$ cat src/logic/crs_rx_store_map.vh
// Address map, field positions and reset values of the receive store
// Assumes word-indexed register port, 8-bit address, 32-bit data
`ifndef CRS_RX_STORE_MAP_VH
`define CRS_RX_STORE_MAP_VH

// ==========================================================
// Register indices
`define CRS_A_MODE      8'h00
`define CRS_A_GET       8'h01
`define CRS_A_LAST      8'h02
`define CRS_A_PTR       8'h03
`define CRS_A_MASK_HI   6'h01
`define CRS_A_BUF_HI    2'h1
`define CRS_F_CTRL      2'h0
`define CRS_F_ID        2'h1
`define CRS_F_DLO       2'h2
`define CRS_F_DHI       2'h3

// ==========================================================
// Field positions
`define CRS_MODE_OP     0
`define CRS_GET_EMPTY   8
`define CRS_GET_OVF     9
`define CRS_PTR_W_LSB   8
`define CRS_C_RDY       0
`define CRS_C_STORED    1
`define CRS_C_MUC       2
`define CRS_C_OWS       3
`define CRS_C_INUSE     4
`define CRS_C_TYPE_LSB  5

// ==========================================================
// Sizes, codes, reset values
`define CRS_NBUF        16
`define CRS_LOG_LAST    5'h16
`define CRS_TYPE_NOMASK 3'h1
`define CRS_TYPE_MAX    3'h5
`define CRS_TYPE_NONE   3'h7
`define CRS_STEP_LAST   2'h2
`define CRS_PTR_RST     5'h00
`define CRS_MASK_RST    29'h0000_0000
`endif

$ cat src/logic/crs_acc_filter.v
// Acceptance filter and storage-priority selector for 16 buffers
// Assumes flattened buffer configuration from the receive store
`timescale 1ns/1ns
`default_nettype none
`include "crs_rx_store_map.vh"

module crs_acc_filter (
    input  wire [28:0]  rx_id,
    input  wire [463:0] buf_id_flat,
    input  wire [47:0]  buf_type_flat,
    input  wire [15:0]  buf_in_use,
    input  wire [15:0]  buf_ready,
    input  wire [15:0]  buf_stored,
    input  wire [15:0]  buf_ows,
    input  wire [115:0] mask_flat,
    output reg          hit,
    output reg  [3:0]   hit_idx,
    output wire         hit_ok
);
    // ==========================================================
    // Per-buffer match
    wire [15:0] cand;                   // Eligible and matching
    genvar g;
    generate
        for (g = 0; g < `CRS_NBUF; g = g + 1) begin : g_buf
            wire [2:0]  t  = buf_type_flat[g*3 +: 3];
            wire [1:0]  mi = t[1:0] - 2'h2;   // Mask 1..4 -> 0..3
            // Unmasked buffers compare every bit
            wire [28:0] m  = (t == `CRS_TYPE_NOMASK) ? 29'h0000_0000
                           : mask_flat[mi*29 +: 29];
            // Mask bit 1 skips the bit, 0 compares it
            wire eq = (((rx_id ^ buf_id_flat[g*29 +: 29]) & ~m)
                      == 29'h0000_0000);                      // RL17
            assign cand[g] = buf_in_use[g] & buf_ready[g] & eq
                           & (t >= `CRS_TYPE_NOMASK)
                           & (t <= `CRS_TYPE_MAX);            // RL18 RL16
        end
    endgenerate

    // ==========================================================
    // Lowest type code wins, then lowest number
    reg [2:0] best;                     // Best class so far
    integer   i;
    always @* begin
        best    = `CRS_TYPE_NONE;
        hit     = 1'b0;
        hit_idx = 4'h0;
        for (i = 0; i < `CRS_NBUF; i = i + 1) begin
            if (cand[i] && (buf_type_flat[i*3 +: 3] < best)) begin
                best    = buf_type_flat[i*3 +: 3];          // RL19
                hit     = 1'b1;
                hit_idx = i[3:0];
            end
        end
    end

    // Only the winner is judged; a refusal drops the frame
    assign hit_ok = ~buf_stored[hit_idx] | buf_ows[hit_idx]; // RL20 RL19

endmodule // crs_acc_filter
`default_nettype wire

$ cat src/logic/crs_rx_store.v
// Receive storage: buffer flags, reception-order log, mask filtering
// Assumes frames from a protocol engine on the same clock, and a
// simple register port with read data one cycle after the strobe
//
// Function
// [RL1] Stored flag set at store start and end
// [RL2] Update flag spans store, clears at end
// [RL3] Log buffer number just before storing
// [RL4] Ready bit locked while update runs
// [RL5] Store stalls on same-buffer CPU access
// [RL6] Log of 23 entries, two pointers
// [RL7] Log contents undefined after init exit
// [RL8] Last-in reads entry at write pointer minus one
// [RL9] Record at write pointer, then increment
// [RL10] Get read returns oldest, then increments
// [RL11] Empty when pointers equal, cleared on record
// [RL12] Overflow when write reaches read minus one
// [RL13] When full, overwrite newest entry
// [RL14] Overflow sticks until software clears it
// [RL15] Empty not cleared while overflowed
// [RL16] Buffer uses no mask or one of four
// [RL17] Mask one skips bit, zero compares
// [RL18] Candidate needs in-use, receive type, ready
// [RL19] Unmasked first, then masks one to four
// [RL20] Accept if not stored or overwrite allowed
//
// Chosen here: strobed register access and the address map.
`timescale 1ns/1ns
`default_nettype none
`include "crs_rx_store_map.vh"

module crs_rx_store (
    input  wire        clk_sys,
    input  wire        nrst,
    input  wire [7:0]  reg_addr,
    input  wire [31:0] reg_wdata,
    input  wire        reg_wr,
    input  wire        reg_rd,
    output reg  [31:0] reg_rdata_ff,
    input  wire        rx_frame_valid,
    input  wire [28:0] rx_id,
    input  wire [63:0] rx_data,
    output reg         store_busy_ff,
    output reg         log_empty_ff,
    output reg         log_overflow_ff,
    output reg         rx_stored_pulse_ff
);
    // ==========================================================
    // Store sequencer states
    localparam [3:0] S_IDLE  = 4'h1;    // Waiting for a frame
    localparam [3:0] S_LOG   = 4'h2;    // Record buffer number
    localparam [3:0] S_STORE = 4'h4;    // Write id and data
    localparam [3:0] S_DONE  = 4'h8;    // Final flag update

    // ==========================================================
    // Storage
    reg         mode_ff;                // 1 = operation mode
    reg  [28:0] mask_ff [0:3];          // Global masks
    reg  [28:0] bid_ff  [0:15];         // Buffer identifier
    reg  [31:0] dlo_ff  [0:15];         // Buffer data low word
    reg  [31:0] dhi_ff  [0:15];         // Buffer data high word
    reg  [2:0]  type_ff [0:15];         // buffer_type_field
    reg  [15:0] rdy_ff;                 // Ready bits
    reg  [15:0] stored_ff;              // message_stored_flag
    reg  [15:0] muc_ff;                 // buffer_update_in_progress
    reg  [15:0] ows_ff;                 // overwrite_permit
    reg  [15:0] inuse_ff;               // buffer_in_use
    reg  [3:0]  log_ff  [0:22];         // reception_order_log
    reg  [4:0]  wptr_ff;                // log_write_pointer
    reg  [4:0]  rptr_ff;                // log_read_pointer
    reg  [3:0]  state_ff;               // Sequencer state
    reg  [3:0]  nxt_state;
    reg  [1:0]  step_ff;                // Word being stored
    reg  [3:0]  tgt_ff;                 // Target buffer
    reg  [28:0] cap_id_ff;              // Captured frame id
    reg  [63:0] cap_data_ff;            // Captured frame data

    // ==========================================================
    // Pointer arithmetic modulo the log depth
    function [4:0] ptr_inc;
        input [4:0] p;
        begin
            ptr_inc = (p == `CRS_LOG_LAST) ? 5'h00 : p + 5'h01;
        end
    endfunction

    function [4:0] ptr_dec;
        input [4:0] p;
        begin
            ptr_dec = (p == 5'h00) ? `CRS_LOG_LAST : p - 5'h01;
        end
    endfunction

    // ==========================================================
    // Address decode
    wire       buf_sel = (reg_addr[7:6] == `CRS_A_BUF_HI);
    wire [3:0] bidx    = reg_addr[5:2];
    wire [1:0] bfld    = reg_addr[1:0];
    wire       msk_sel = (reg_addr[7:2] == `CRS_A_MASK_HI);
    wire       get_rd  = reg_rd & mode_ff & (reg_addr == `CRS_A_GET);
    wire       ovf_clr = reg_wr & (reg_addr == `CRS_A_GET)
                       & reg_wdata[`CRS_GET_OVF];
    wire       cpu_hit = (reg_wr | reg_rd) & buf_sel & (bidx == tgt_ff);
    wire       b_wr    = reg_wr & buf_sel;

    // Sequencer events
    wire       rec      = (state_ff == S_LOG);
    wire       st_go    = (state_ff == S_STORE) & ~cpu_hit;     // RL5
    wire       st_first = (state_ff == S_STORE) & (step_ff == 2'h0);
    wire       st_end   = (state_ff == S_DONE);

    // ==========================================================
    // Acceptance filter
    wire [463:0] id_flat;
    wire [47:0]  type_flat;
    wire [115:0] mask_flat;
    wire         hit;
    wire [3:0]   hit_idx;
    wire         hit_ok;
    genvar g;
    generate
        for (g = 0; g < `CRS_NBUF; g = g + 1) begin : g_flat
            assign id_flat[g*29 +: 29] = bid_ff[g];
            assign type_flat[g*3 +: 3] = type_ff[g];
        end
        for (g = 0; g < 4; g = g + 1) begin : g_mflat
            assign mask_flat[g*29 +: 29] = mask_ff[g];
        end
    endgenerate

    crs_acc_filter u_filt (
        .rx_id         (rx_id),
        .buf_id_flat   (id_flat),
        .buf_type_flat (type_flat),
        .buf_in_use    (inuse_ff),
        .buf_ready     (rdy_ff),
        .buf_stored    (stored_ff),
        .buf_ows       (ows_ff),
        .mask_flat     (mask_flat),
        .hit           (hit),
        .hit_idx       (hit_idx),
        .hit_ok        (hit_ok)
    );

    wire accept = (state_ff == S_IDLE) & mode_ff & rx_frame_valid
                & hit & hit_ok;                             // RL20

    // ==========================================================
    // Sequencer next state
    always @* begin
        case (state_ff)
            S_IDLE:  nxt_state = accept ? S_LOG : S_IDLE;
            S_LOG:   nxt_state = S_STORE;                   // RL3
            S_STORE: nxt_state = (st_go && step_ff == `CRS_STEP_LAST)
                               ? S_DONE : S_STORE;
            S_DONE:  nxt_state = S_IDLE;
            default: nxt_state = S_IDLE;
        endcase
    end

    // Sequencer registers and frame capture
    always @(posedge clk_sys or negedge nrst) begin
        if (!nrst) begin
            state_ff           <= S_IDLE;
            step_ff            <= 2'h0;
            tgt_ff             <= 4'h0;
            cap_id_ff          <= 29'h0000_0000;
            cap_data_ff        <= 64'h0000_0000_0000_0000;
            store_busy_ff      <= 1'b0;
            rx_stored_pulse_ff <= 1'b0;
        end else begin
            state_ff           <= nxt_state;
            store_busy_ff      <= (nxt_state != S_IDLE);
            rx_stored_pulse_ff <= st_end;
            // Latch the frame so the engine may move on
            if (accept) begin
                tgt_ff      <= hit_idx;
                cap_id_ff   <= rx_id;
                cap_data_ff <= rx_data;
                step_ff     <= 2'h0;
            end else if (st_go) begin
                step_ff <= step_ff + 2'h1;
            end
        end
    end

    // ==========================================================
    // Buffer contents, no reset: software initialises them
    // CPU and store never write one buffer in the same cycle
    always @(posedge clk_sys) begin
        if (b_wr && bfld == `CRS_F_ID)
            bid_ff[bidx] <= reg_wdata[28:0];
        if (b_wr && bfld == `CRS_F_DLO)
            dlo_ff[bidx] <= reg_wdata;
        if (b_wr && bfld == `CRS_F_DHI)
            dhi_ff[bidx] <= reg_wdata;
        if (st_go) begin
            case (step_ff)
                2'h0:    bid_ff[tgt_ff] <= cap_id_ff;
                2'h1:    dlo_ff[tgt_ff] <= cap_data_ff[31:0];
                default: dhi_ff[tgt_ff] <= cap_data_ff[63:32];
            endcase
        end
    end

    // ==========================================================
    // Buffer control bits; hardware sets win over CPU writes
    integer i;
    always @(posedge clk_sys or negedge nrst) begin
        if (!nrst) begin
            rdy_ff    <= 16'h0000;
            stored_ff <= 16'h0000;
            muc_ff    <= 16'h0000;
            ows_ff    <= 16'h0000;
            inuse_ff  <= 16'h0000;
            for (i = 0; i < `CRS_NBUF; i = i + 1)
                type_ff[i] <= 3'h0;
            for (i = 0; i < 4; i = i + 1)
                mask_ff[i] <= `CRS_MASK_RST;
        end else begin
            if (reg_wr && msk_sel)
                mask_ff[reg_addr[1:0]] <= reg_wdata[28:0];
            if (b_wr && bfld == `CRS_F_CTRL) begin
                // Ready is frozen while its own buffer's update flag is set
                if (!muc_ff[bidx])
                    rdy_ff[bidx] <= reg_wdata[`CRS_C_RDY];  // RL4
                stored_ff[bidx] <= reg_wdata[`CRS_C_STORED];
                ows_ff[bidx]    <= reg_wdata[`CRS_C_OWS];
                inuse_ff[bidx]  <= reg_wdata[`CRS_C_INUSE];
                type_ff[bidx]   <= reg_wdata[`CRS_C_TYPE_LSB +: 3];
            end
            // First setting of the stored flag, update begins
            if (st_first) begin
                stored_ff[tgt_ff] <= 1'b1;                  // RL1
                muc_ff[tgt_ff]    <= 1'b1;                  // RL2
            end
            // Second setting, update ends in the same cycle
            if (st_end) begin
                stored_ff[tgt_ff] <= 1'b1;                  // RL1
                muc_ff[tgt_ff]    <= 1'b0;                  // RL2
            end
        end
    end

    // ==========================================================
    // Log entries, no reset: contents undefined after init
    wire [4:0] log_wa = log_overflow_ff ? ptr_dec(wptr_ff)
                                        : wptr_ff;          // RL13 RL9
    always @(posedge clk_sys) begin
        if (rec)
            log_ff[log_wa] <= {tgt_ff};                     // RL3 RL6
    end

    // ==========================================================
    // Log pointers and flags
    reg [4:0] nxt_wptr;
    reg [4:0] nxt_rptr;
    reg       nxt_empty;
    reg       nxt_ovf;
    always @* begin
        nxt_wptr  = wptr_ff;
        nxt_rptr  = rptr_ff;
        nxt_empty = log_empty_ff;
        nxt_ovf   = log_overflow_ff;
        if (ovf_clr)
            nxt_ovf = 1'b0;                                 // RL14
        if (get_rd && !log_empty_ff)
            nxt_rptr = ptr_inc(rptr_ff);                    // RL10
        if (rec && !log_overflow_ff) begin
            nxt_wptr  = ptr_inc(wptr_ff);                   // RL9
            nxt_empty = 1'b0;                               // RL11 RL15
            if (nxt_wptr == ptr_dec(nxt_rptr))
                nxt_ovf = 1'b1;                             // RL12
        end else if (get_rd && !log_empty_ff) begin
            nxt_empty = (nxt_rptr == wptr_ff);              // RL11
        end
    end

    // Init mode holds the log at its start point
    always @(posedge clk_sys or negedge nrst) begin
        if (!nrst) begin
            wptr_ff         <= `CRS_PTR_RST;
            rptr_ff         <= `CRS_PTR_RST;
            log_empty_ff    <= 1'b1;
            log_overflow_ff <= 1'b0;
        end else if (!mode_ff) begin
            wptr_ff         <= `CRS_PTR_RST;                // RL7
            rptr_ff         <= `CRS_PTR_RST;
            log_empty_ff    <= 1'b1;
            log_overflow_ff <= 1'b0;
        end else begin
            wptr_ff         <= nxt_wptr;
            rptr_ff         <= nxt_rptr;
            log_empty_ff    <= nxt_empty;
            log_overflow_ff <= nxt_ovf;
        end
    end

    // ==========================================================
    // Mode register
    always @(posedge clk_sys or negedge nrst) begin
        if (!nrst)
            mode_ff <= 1'b0;
        else if (reg_wr && reg_addr == `CRS_A_MODE)
            mode_ff <= reg_wdata[`CRS_MODE_OP];
    end

    // ==========================================================
    // Read data mux
    reg [31:0] rd_mux;
    always @* begin
        rd_mux = 32'h0000_0000;
        if (buf_sel) begin
            case (bfld)
                `CRS_F_CTRL: begin
                    rd_mux[`CRS_C_RDY]         = rdy_ff[bidx];
                    rd_mux[`CRS_C_STORED]      = stored_ff[bidx];
                    rd_mux[`CRS_C_MUC]         = muc_ff[bidx];
                    rd_mux[`CRS_C_OWS]         = ows_ff[bidx];
                    rd_mux[`CRS_C_INUSE]       = inuse_ff[bidx];
                    rd_mux[`CRS_C_TYPE_LSB+:3] = type_ff[bidx];
                end
                `CRS_F_ID:  rd_mux[28:0] = bid_ff[bidx];
                `CRS_F_DLO: rd_mux = dlo_ff[bidx];
                default:    rd_mux = dhi_ff[bidx];
            endcase
        end else if (msk_sel) begin
            rd_mux[28:0] = mask_ff[reg_addr[1:0]];
        end else begin
            case (reg_addr)
                `CRS_A_MODE: rd_mux[`CRS_MODE_OP] = mode_ff;
                `CRS_A_GET: begin
                    rd_mux[3:0]            = log_ff[rptr_ff]; // RL10
                    rd_mux[`CRS_GET_EMPTY] = log_empty_ff;
                    rd_mux[`CRS_GET_OVF]   = log_overflow_ff;
                end
                `CRS_A_LAST:
                    rd_mux[3:0] = log_ff[ptr_dec(wptr_ff)];   // RL8
                `CRS_A_PTR: begin
                    rd_mux[4:0]                 = rptr_ff;
                    rd_mux[`CRS_PTR_W_LSB +: 5] = wptr_ff;
                end
                default: rd_mux = 32'h0000_0000;
            endcase
        end
    end

    // Read data stands for one cycle after the strobe
    always @(posedge clk_sys or negedge nrst) begin
        if (!nrst)
            reg_rdata_ff <= 32'h0000_0000;
        else if (reg_rd)
            reg_rdata_ff <= rd_mux;
        else
            reg_rdata_ff <= 32'h0000_0000;
    end

endmodule // crs_rx_store
`default_nettype wire

$ cat config.mk
export PLATFORM = sky130hd
export DESIGN_NAME = crs_rx_store
export DESIGN_NICKNAME = d
export VERILOG_FILES = /design/src/logic/crs_acc_filter.v /design/src/logic/crs_rx_store.v
export VERILOG_INCLUDE_DIRS = /design/src /design/src/logic
export SDC_FILE = /design/constraint.sdc
export NUM_CORES = 2
export LEC_CHECK = 0
export BUFFER_PORTS_ARGS = -buffer_cell sky130_fd_sc_hd__buf_4
export CORE_MARGIN = 1.5
export CORE_UTILIZATION = 34
export DETAILED_ROUTE_END_ITERATION = 10
export PLACE_DENSITY_LB_ADDON = 0.2
export SETUP_SLACK_MARGIN = 0.15
export SLEW_MARGIN = 10
export SYNTH_ARGS = -nofsm -noshare
export SYNTH_HDL_FRONTEND = slang
export SYNTH_SLANG_ARGS = --single-unit
$ cat constraint.sdc
create_clock -name clk_sys -period 9.8 [get_ports clk_sys]
set_input_delay 0.49 -clock clk_sys [delete_from_list [all_inputs] [get_ports clk_sys]]
set_output_delay 0.49 -clock clk_sys [all_outputs]
set_load 0.02 [all_outputs]
; ---- After elaboration in Yosys (flattened, before gate mapping)
; Memory sizes are Yosys's and may differ from the RTL's.
; Cells that the tools add are included.
[word_totals]
n_memories = 4
ff_bits = 394
wordCells = 533
input_bits = 138
output_inout_bits = 36
ram_bits = 1580
[classes]
n_mux = 150
bitwise = 137
multipliers = 16
addsub = 21
n_shift = 16
n_reduce_logical = 56
eq_ne = 38
n_lt_le_gt_ge = 57
[mem_list]
columns = memory, words, width, read_ports, rd_clocked_by_memory_dff, wr, line
row1 = dhi_ff, 16, 32, 1, 0, 2, crs_rx_store.v:61  ; reg [31:0] dhi_ff [0:15];
row2 = dlo_ff, 16, 32, 1, 0, 2, crs_rx_store.v:60  ; reg [31:0] dlo_ff [0:15];
row3 = bid_ff, 16, 29, 17, 0, 2, crs_rx_store.v:59  ; reg [28:0] bid_ff [0:15];
row4 = log_ff, 23, 4, 2, 0, 1, crs_rx_store.v:68  ; reg [3:0] log_ff [0:22];
[ops]
columns = operator, count
row1 = $shiftx 116x8->29, 16
row2 = $mux 29, 20
row3 = $and 29x29->29, 16
row4 = $logic_not 29->1, 16
row5 = $not 29->29, 16
row6 = $xor 29x29->29, 16
row7 = $bwmux 116, 1
row8 = $mul 2x5->7 const B, 16
row9 = $mux 16, 5
row10 = $and 1x1->1, 77
row11 = $mux 3, 23
row12 = $bwmux 16, 4
row13 = $mux 32, 2
row14 = $pmux 21 s3, 1
row15 = $bmux 29 s2, 1
row16 = $demux 29 s2, 1
row17 = $mux 1, 51
row18 = $bwmux 48, 1
row19 = $eq 3x1->1 const B, 16
row20 = $ge 3x1->1 const B, 16
row21 = $le 3x3->1 const B, 16
row22 = $or 16x16->16, 3
row23 = $lt 3x3->1, 15
row24 = $mux 5, 9
row25 = 52 further kinds, 133

; ---- Longest topological paths before layout
[depth]
depth_word = 65
ltp_mapped = 49

; ---- By module
; From an unflattened synthesis, not the netlist that was laid out.
[hier_totals]
hier_cells = 8788
area_unflattened_um2 = 121845.6
[by_module_without_submodules]
columns = mod, area_per_inst_um2, cells_each, n_inst, seq_area_each_um2
row1 = crs_rx_store, 97624.9, 5707, 1, 57307.5
row2 = crs_acc_filter, 24220.7, 3081, 1, 0.0

; ---- Worst setup path after synthesis
; Ideal clock, no wire load.
[synth_path]
path_type = in2reg
startpoint = input rx_id[3]
endpoint = register cap_data_ff[14]
cell_stages = 42
arrival_ns = 9.546
t_required_ns = 9.675
setup_slack_ns = 0.129
path_cell_list = buf_2 -> xnor2_1 -> a2111oi_0 -> or4_1 -> or4b_1 -> or4_1 -> or4b_4 -> nand2b_4 -> or3b_1 -> nand2b_2 -> or2b_2 -> nor2_1 -> o21ba_1 -> and2_1 -> a221o_1 -> o2111ai_1 -> mux2i_1 -> a22oi_1 -> (+6 left out) -> a21oi_1 -> a21o_1 -> nor2_1 -> a21oi_1 -> ha_1 -> a221oi_1 -> nand4_1 -> nor4_1 -> o21ai_0 -> a31oi_1 -> and2_4 -> o21ai_0 -> a31oi_1 -> a211oi_2 -> o22ai_2 -> buf_6 -> buf_8 -> mux2_4
[synth_via]
elab_chain_cells = 58
[synth_lines]
columns = element, line
row1 = start: declaration, crs_rx_store.v:41  ; input wire [28:0] rx_id,
row2 = $xor 29x29->29, crs_acc_filter.v:32  ; wire eq = (((rx_id ^ buf_id_flat[g*29 +: 29]) & ~m)
row3 = $and 29x29->29, crs_acc_filter.v:32
row4 = $logic_not 29->1, crs_acc_filter.v:32
row5 = $and 1x1->1 (3 in series), crs_acc_filter.v:34  ; assign cand[g] = buf_in_use[g] & buf_ready[g] & eq
row6 = $logic_and 1x1->1, crs_acc_filter.v:49  ; if (cand[i] && (buf_type_flat[i*3 +: 3] < best)) begin
row7 = $mux 3, crs_acc_filter.v:49
row8 = $lt 3x3->1, crs_acc_filter.v:49
row9 = $logic_and 1x1->1, crs_acc_filter.v:49
row10 = (+40 left out), --
row11 = $lt 3x3->1, crs_acc_filter.v:49
row12 = $logic_and 1x1->1, crs_acc_filter.v:49
row13 = $mux 4, crs_acc_filter.v:49
row14 = $bmux 1 s4, crs_acc_filter.v:58  ; assign hit_ok = ~buf_stored[hit_idx] | buf_ows[hit_idx];
row15 = $mux 1 (implied by the code), crs_acc_filter.v:58
row16 = $not 1->1, crs_acc_filter.v:58
row17 = $or 1x1->1, crs_acc_filter.v:58
row18 = $and 1x1->1 (*), crs_rx_store.v:146  ; & hit & hit_ok;
row19 = end signal: assignment, crs_rx_store.v:179  ; cap_data_ff <= rx_data;
row20 = end: declaration, crs_rx_store.v:76  ; reg [63:0] cap_data_ff;
; Every way passes the cells marked *; elsewhere a longest branch is shown, timed or not. The select of a mux whose other input is x is not followed.
; A chain may end at the register's enable or synchronous reset.

; ---- Worst setup path after layout
[layout_path]
startpoint = register type_ff[42] in the netlist's numbering
endpoint = register cap_id_ff[5]
[layout_via]
elab_chain_cells = 59
[layout_lines]
columns = element, line
row1 = start: declaration, crs_rx_store.v:62  ; reg [2:0] type_ff [0:15];
row2 = start signal: indexed assignment, crs_rx_store.v:230  ; type_ff[bidx] <= reg_wdata[`CRS_C_TYPE_LSB +: 3];
row3 = $sub 2x2->2, crs_acc_filter.v:27  ; wire [1:0] mi = t[1:0] - 2'h2;
row4 = $mul 2x5->7, crs_acc_filter.v:30  ; : mask_flat[mi*29 +: 29];
row5 = $shiftx 116x8->29, crs_acc_filter.v:30
row6 = $mux 29, crs_acc_filter.v:29  ; wire [28:0] m = (t == `CRS_TYPE_NOMASK) ? 29'h0000_0000
row7 = $not 29->29, crs_acc_filter.v:32
row8 = $and 29x29->29, crs_acc_filter.v:32
row9 = $logic_not 29->1, crs_acc_filter.v:32
row10 = $and 1x1->1 (3 in series), crs_acc_filter.v:34
row11 = (+41 left out), --
row12 = $lt 3x3->1, crs_acc_filter.v:49
row13 = $logic_and 1x1->1, crs_acc_filter.v:49
row14 = $mux 4, crs_acc_filter.v:49
row15 = $bmux 1 s4, crs_acc_filter.v:58
row16 = $mux 1 (implied by the code), crs_acc_filter.v:58
row17 = $not 1->1, crs_acc_filter.v:58
row18 = $or 1x1->1, crs_acc_filter.v:58
row19 = $and 1x1->1 (*), crs_rx_store.v:146
row20 = end signal: assignment, crs_rx_store.v:178  ; cap_id_ff <= rx_id;
row21 = end: declaration, crs_rx_store.v:75  ; reg [28:0] cap_id_ff;
; Marked as above.

==> impl_metrics.sql <==
INSERT INTO impl_metrics (metric_group, metric, value, unit) VALUES
('power', 'intPower', '15.8', 'mW'),
('critical_path', 'cp_max_fo', '8', ''),
('critical_path', 'cp_data_required_time', '10.60', 'ns'),
('global_routing', 'first_global_vias', '94564', ''),
('global_routing', 'grt_usage', '34.6', '%'),
('die', 'placement_rows', '222', ''),
('finish', 'final-instance-count-excl-fill', '15463', ''),
('clocking', 'cts_made_buffers', '232', ''),
('global_routing', 'grt_antenna_before_repair', '93', ''),
('sta', 'setup-tns-final', '-146.34', 'ns'),
('place', 'place.detailed.instances', '14847', ''),
('power', 'clock_power_share', '43.1', '%'),
('power', 'combinationalPowerShare', '14.2', '%'),
('die', 'design.portCount', '174', ''),
('power', 'p_sw_share', '26.9', '%'),
('sta', 'final_setup_viols', '102', ''),
('clocking', 'cts_tree', 'built', ''),
('sta', 'finalCritPeriodShare', '115', '%'),
('drt', 'drc', '0', ''),
('finish', 'fillers', '33820', ''),
('global_routing', 'remaining_global_route_overflow', '0', ''),
('synth', 'syn_inst', '9283', ''),
('clocking', 'clock_tree.buffer_depth', '4', ''),
('sta', 'hold_viol_final', '0', ''),
('critical_path', 'slowest_delay', '0.55', 'ns'),
('drt', 'via_count', '97080', ''),
('power', 'seq_power_share', '42.7', '%'),
('run', 'max_cap_viol_count', '0', ''),
('die', 'placeableCoreArea', '0.365', 'mm2'),
('power', 'total_switching_power', '5.83', 'mW'),
('sta', 'timing.slew.headroom', '4.76', '%'),
('clocking', 'path_clk_slew', '0.06', 'ns'),
('synth', 'ys.warnings.count', '0', ''),
('worst_hold_path', 'worstHoldPathType', 'in -> async', ''),
('clocking', 'cts_root_buf', 'clkbuf_16', ''),
('global_routing', 'grt_pass1_wl', '870', 'mm'),
('clocking', 'clkLatencyLatePin', '0.97', 'ns'),
('synth', 'synth_fp_nets', '9434', ''),
('die', 'initial_utilization', '34.1', '%'),
('place', 'hpwl', '460', 'mm'),
('critical_path', 'critical_path_type', 'reg -> reg', ''),
('drt', 'drt_first_pass_iters', '7', ''),
('run_status', 'violations', 'negative setup slack', ''),
('clocking', 'clock_sinks', '1974', ''),
('drt', 'detail_route.wl_per_cell', '42.5', 'um'),
('place', 'place.gp.congestion', '1.11', ''),
('clocking', 'cts_htree_levels', '4', ''),
('sta', 'grt_setup_unrepaired', 'true', ''),
('finish', 'area_growth_syn_to_layout', '22.8', '%'),
('drt', 'postRouteWirelength', '657', 'mm'),
('critical_path', 'cp-end-kind', 'flip-flop', ''),
('synth', 'synth-seq-area-share', '46.0', '%'),
('critical_path', 'worst_setup_path_start_kind', 'flip-flop', ''),
('finish', 'layout.nets', '10533', ''),
('synth', 'synth.avg_cell_area', '13.4', 'um2'),
('place', 'buffer_ports.inserted', '173', ''),
('sta', 'timing_max_transition_violations_final', '0', ''),
('power', 'vdd_drop_max', '186', 'uV'),
('power', 'p_leak', '54.8', 'nW'),
('finish', 'post_route_cells_drive_above_1_share', '49.9', '%'),
('drt', 'via_per_inst', '6.28', ''),
('die', 'dieArea', '0.370', 'mm2'),
('synth', 'synth-seq-cells', '1974', ''),
('synth', 'synth_enable_flop_cells', '1580', ''),
('die', 'die-width', '608', 'um'),
('sta', 'layout_setup_ws', '-1.49', 'ns'),
('drt', 'antenna_violating_nets_post_route', '0', ''),
('run_status', 'run_status', 'complete, but fails checks', ''),
('critical_path', 'cpMaxStageDelayCell', 'a2111oi_4', ''),
('synth', 'ys_dominant_reg_cell', 'edfxtp_1', ''),
('power', 'power_density', '141', 'mW/mm2'),
('synth', 'synth_async_sr_flop_share', '20.0', '%'),
('critical_path', 'critical_path.most_common_cell', 'buf_12', ''),
('power', 'finalPower', '21.6', 'mW'),
('critical_path', 'cp_data_arrival_time', '12.09', 'ns'),
('synth', 'cell_area_synth', '0.124', 'mm2'),
('die', 'chipHeight', '608', 'um'),
('sta', 'maxClockFrequency', '88.6', 'MHz'),
('synth', 'ys_types', '121', ''),
('sta', 'clock-skew-final', '0.0695', 'ns'),
('global_routing', 'grt_max_degree', '121', ''),
('drt', 'drt_iter0_markers', '13432', ''),
('sta', 'worstMarginPinSlew', '1.43', 'ns'),
('sta', 'finalCriticalPeriod', '11.29', 'ns');
## worst paths after layout
check                      cells after the start                          to  slack [ns]                    start
setup / recovery                              54    cap_id_ff[5]$_DFFE_PN0P_       -1.49  type_ff[42]$_DFFE_PN0P_
hold / removal                                 2  reg_rdata_ff[29]$_DFF_PN0_        0.09                     nrst
setup reg to reg                              54    cap_id_ff[5]$_DFFE_PN0P_       -1.49  type_ff[42]$_DFFE_PN0P_
hold reg to reg                                1      ows_ff[14]$_DFFE_PN0P_        0.53   ows_ff[14]$_DFFE_PN0P_
max in group asynchronous                      4     type_ff[33]$_DFFE_PN0P_        7.30                     nrst
min in group clk_sys                           4   reg_rdata_ff[5]$_DFF_PN0_        0.15              reg_addr[7]
## registers in the layout (all words and copies together) (netlist names), 2 cells and up, named ones only
| name | count |
|---|---|
| wptr_ff | 5 |
| rdy_ff | 16 |
| step_ff | 2 |
| mask_ff | 116 |
| cap_data_ff | 64 |
| log_ff | 92 |
| inuse_ff | 16 |
| rptr_ff | 5 |
| cap_id_ff | 29 |
| state_ff | 4 |
| dhi_ff | 512 |
| stored_ff | 16 |
| type_ff | 48 |
| tgt_ff | 4 |
| bid_ff | 464 |
| reg_rdata_ff | 32 |
| ows_ff | 16 |
| dlo_ff | 512 |
## routing by layer
| metal | track usage [%] | vias to the layer above | wire length [um] |
|---|---|---|---|
| li1 | - | 38613 | - |
| met1 | 42.8 | 51217 | 246000 |
| met2 | 54.3 | 5772 | 299000 |
| met3 | 6.53 | 1462 | 54900 |
| met4 | 24.7 | 16 | 56600 |
| met5 | 0 | - | 107 |
## placed cells by master (no fill, tap or decap), drive strengths merged, types with 119 or more instances in the layout
cell	count
nor4	119
buf	1863
and3	176
nand2	285
mux2	2059
dfrtp	392
and2	203
nor2b	160
nand3	119
nor2	232
a21oi	377
mux4	769
o21ai	168
clkbuf	315
xnor2	450
o22ai	130
edfxtp	1580
a2111oi	140
## cells in the mapped netlist (10+ instances only)
master | number | area share (%)
buf_1 | 189 | 0.57
nand3_1 | 119 | 0.48
a31oi_1 | 24 | 0.12
nor4_1 | 115 | 0.58
ha_1 | 13 | 0.13
o211ai_1 | 38 | 0.23
o2111ai_1 | 15 | 0.11
inv_1 | 58 | 0.17
buf_6 | 14 | 0.13
nand2b_1 | 70 | 0.35
nor3_1 | 63 | 0.25
and2_0 | 39 | 0.20
clkbuf_1 | 775 | 2.3
nor2_1 | 231 | 0.70
a22oi_1 | 48 | 0.29
nor2b_1 | 160 | 0.80
or4_1 | 14 | 0.084
a32oi_1 | 21 | 0.15
a21o_1 | 15 | 0.090
xor2_1 | 32 | 0.23
or2_2 | 15 | 0.075
and2_1 | 163 | 0.82
mux4_2 | 769 | 14
nand2_1 | 284 | 0.86
a211oi_1 | 22 | 0.13
mux2_2 | 1885 | 17
o21ai_0 | 162 | 0.65
a221oi_1 | 37 | 0.26
mux2_1 | 101 | 0.91
nand4_1 | 64 | 0.32
xnor2_1 | 450 | 3.2
or3_1 | 14 | 0.070
a21oi_1 | 376 | 1.5
mux2_4 | 73 | 0.88
o22ai_1 | 129 | 0.65
buf_2 | 63 | 0.25
and3_1 | 175 | 0.88
a2111oi_0 | 132 | 0.93
edfxtp_1 | 1580 | 38
dfrtp_1 | 392 | 7.9
buf_4 | 19 | 0.11
nand4b_1 | 10 | 0.070
mux2i_1 | 95 | 0.76
## power by group through the flow
stage	logic, mW	clock network [mW]	registers, mW
2_1_floorplan	1.39	0	9.34
3_3_place_gp	2.89	0	9.40
3_5_place_dp	2.91	0	9.40
4_1_cts	2.97	9.39	9.23
5_1_grt	3.10	9.69	9.23
6_report	3.07	9.32	9.23
## final cells by class
class	count	area [um2]	share of cell area, %
multi-input cells	6181	64400	42.2
inverters	61	229	0.150
clock inverters	119	1450	0.951
well taps	4816	6030	3.94
repair buffers	1932	16500	10.8
diodes	65	163	0.106
clock buffers	315	6620	4.33
flip-flops and latches	1974	57400	37.5
## per-stage QoR
step	utilization [%]	hold slack, ns	cell area [um2]	setup WS [ns]
final	41.9	0.0922	153000	-1.49
after global routing	41.8	0.125	153000	-1.82
after CTS	41.8	0.0802	152000	-1.02
after detailed placement	39.0	0.512	142000	-2.53
after global placement	39.0	0.502	142000	-3.06
after floorplan	-	0.194	124000	0.179
## cell families (layout without fill, tap and decap cells)
logic type,Yosys count,in the layout,share of synthesized area [%]
DFF,1974,1974,46.0
muxes,2923,2923,33.5
buffers and inverters,1128,2427,3.69
AOI/OAI and AO/OA,1163,1163,6.19
adders and majority gates,22,22,0.203
xor gates and xnor gates,482,482,3.39
and+or+nand+nor,1591,1591,6.96
other,0,65,0
## critical path: cells and delay by family (launching register included)
kind	cells	cell delay, ns
buffers and inverters	13	2.13
AOI/OAI and AO/OA	23	4.32
DFF	1	0.49
and+or+nand+nor	12	2.67
muxes	4	1.06
adders and majority gates	2	0.45
## timing repair
| action | in CTS | in global routing |
|---|---|---|
| buffers inserted | 32 | 9 |
| hold buffers | 67 | 0 |
| gates resized for setup | 189 | 18 |
| endpoints found under the setup margin | 102 | 102 |
| pin swaps | 53 | 14 |
| endpoints found under the hold margin | 126 | 0 |
| gates cloned | 7 | 0 |
Note: power is estimated with default switching activity, not from simulation.
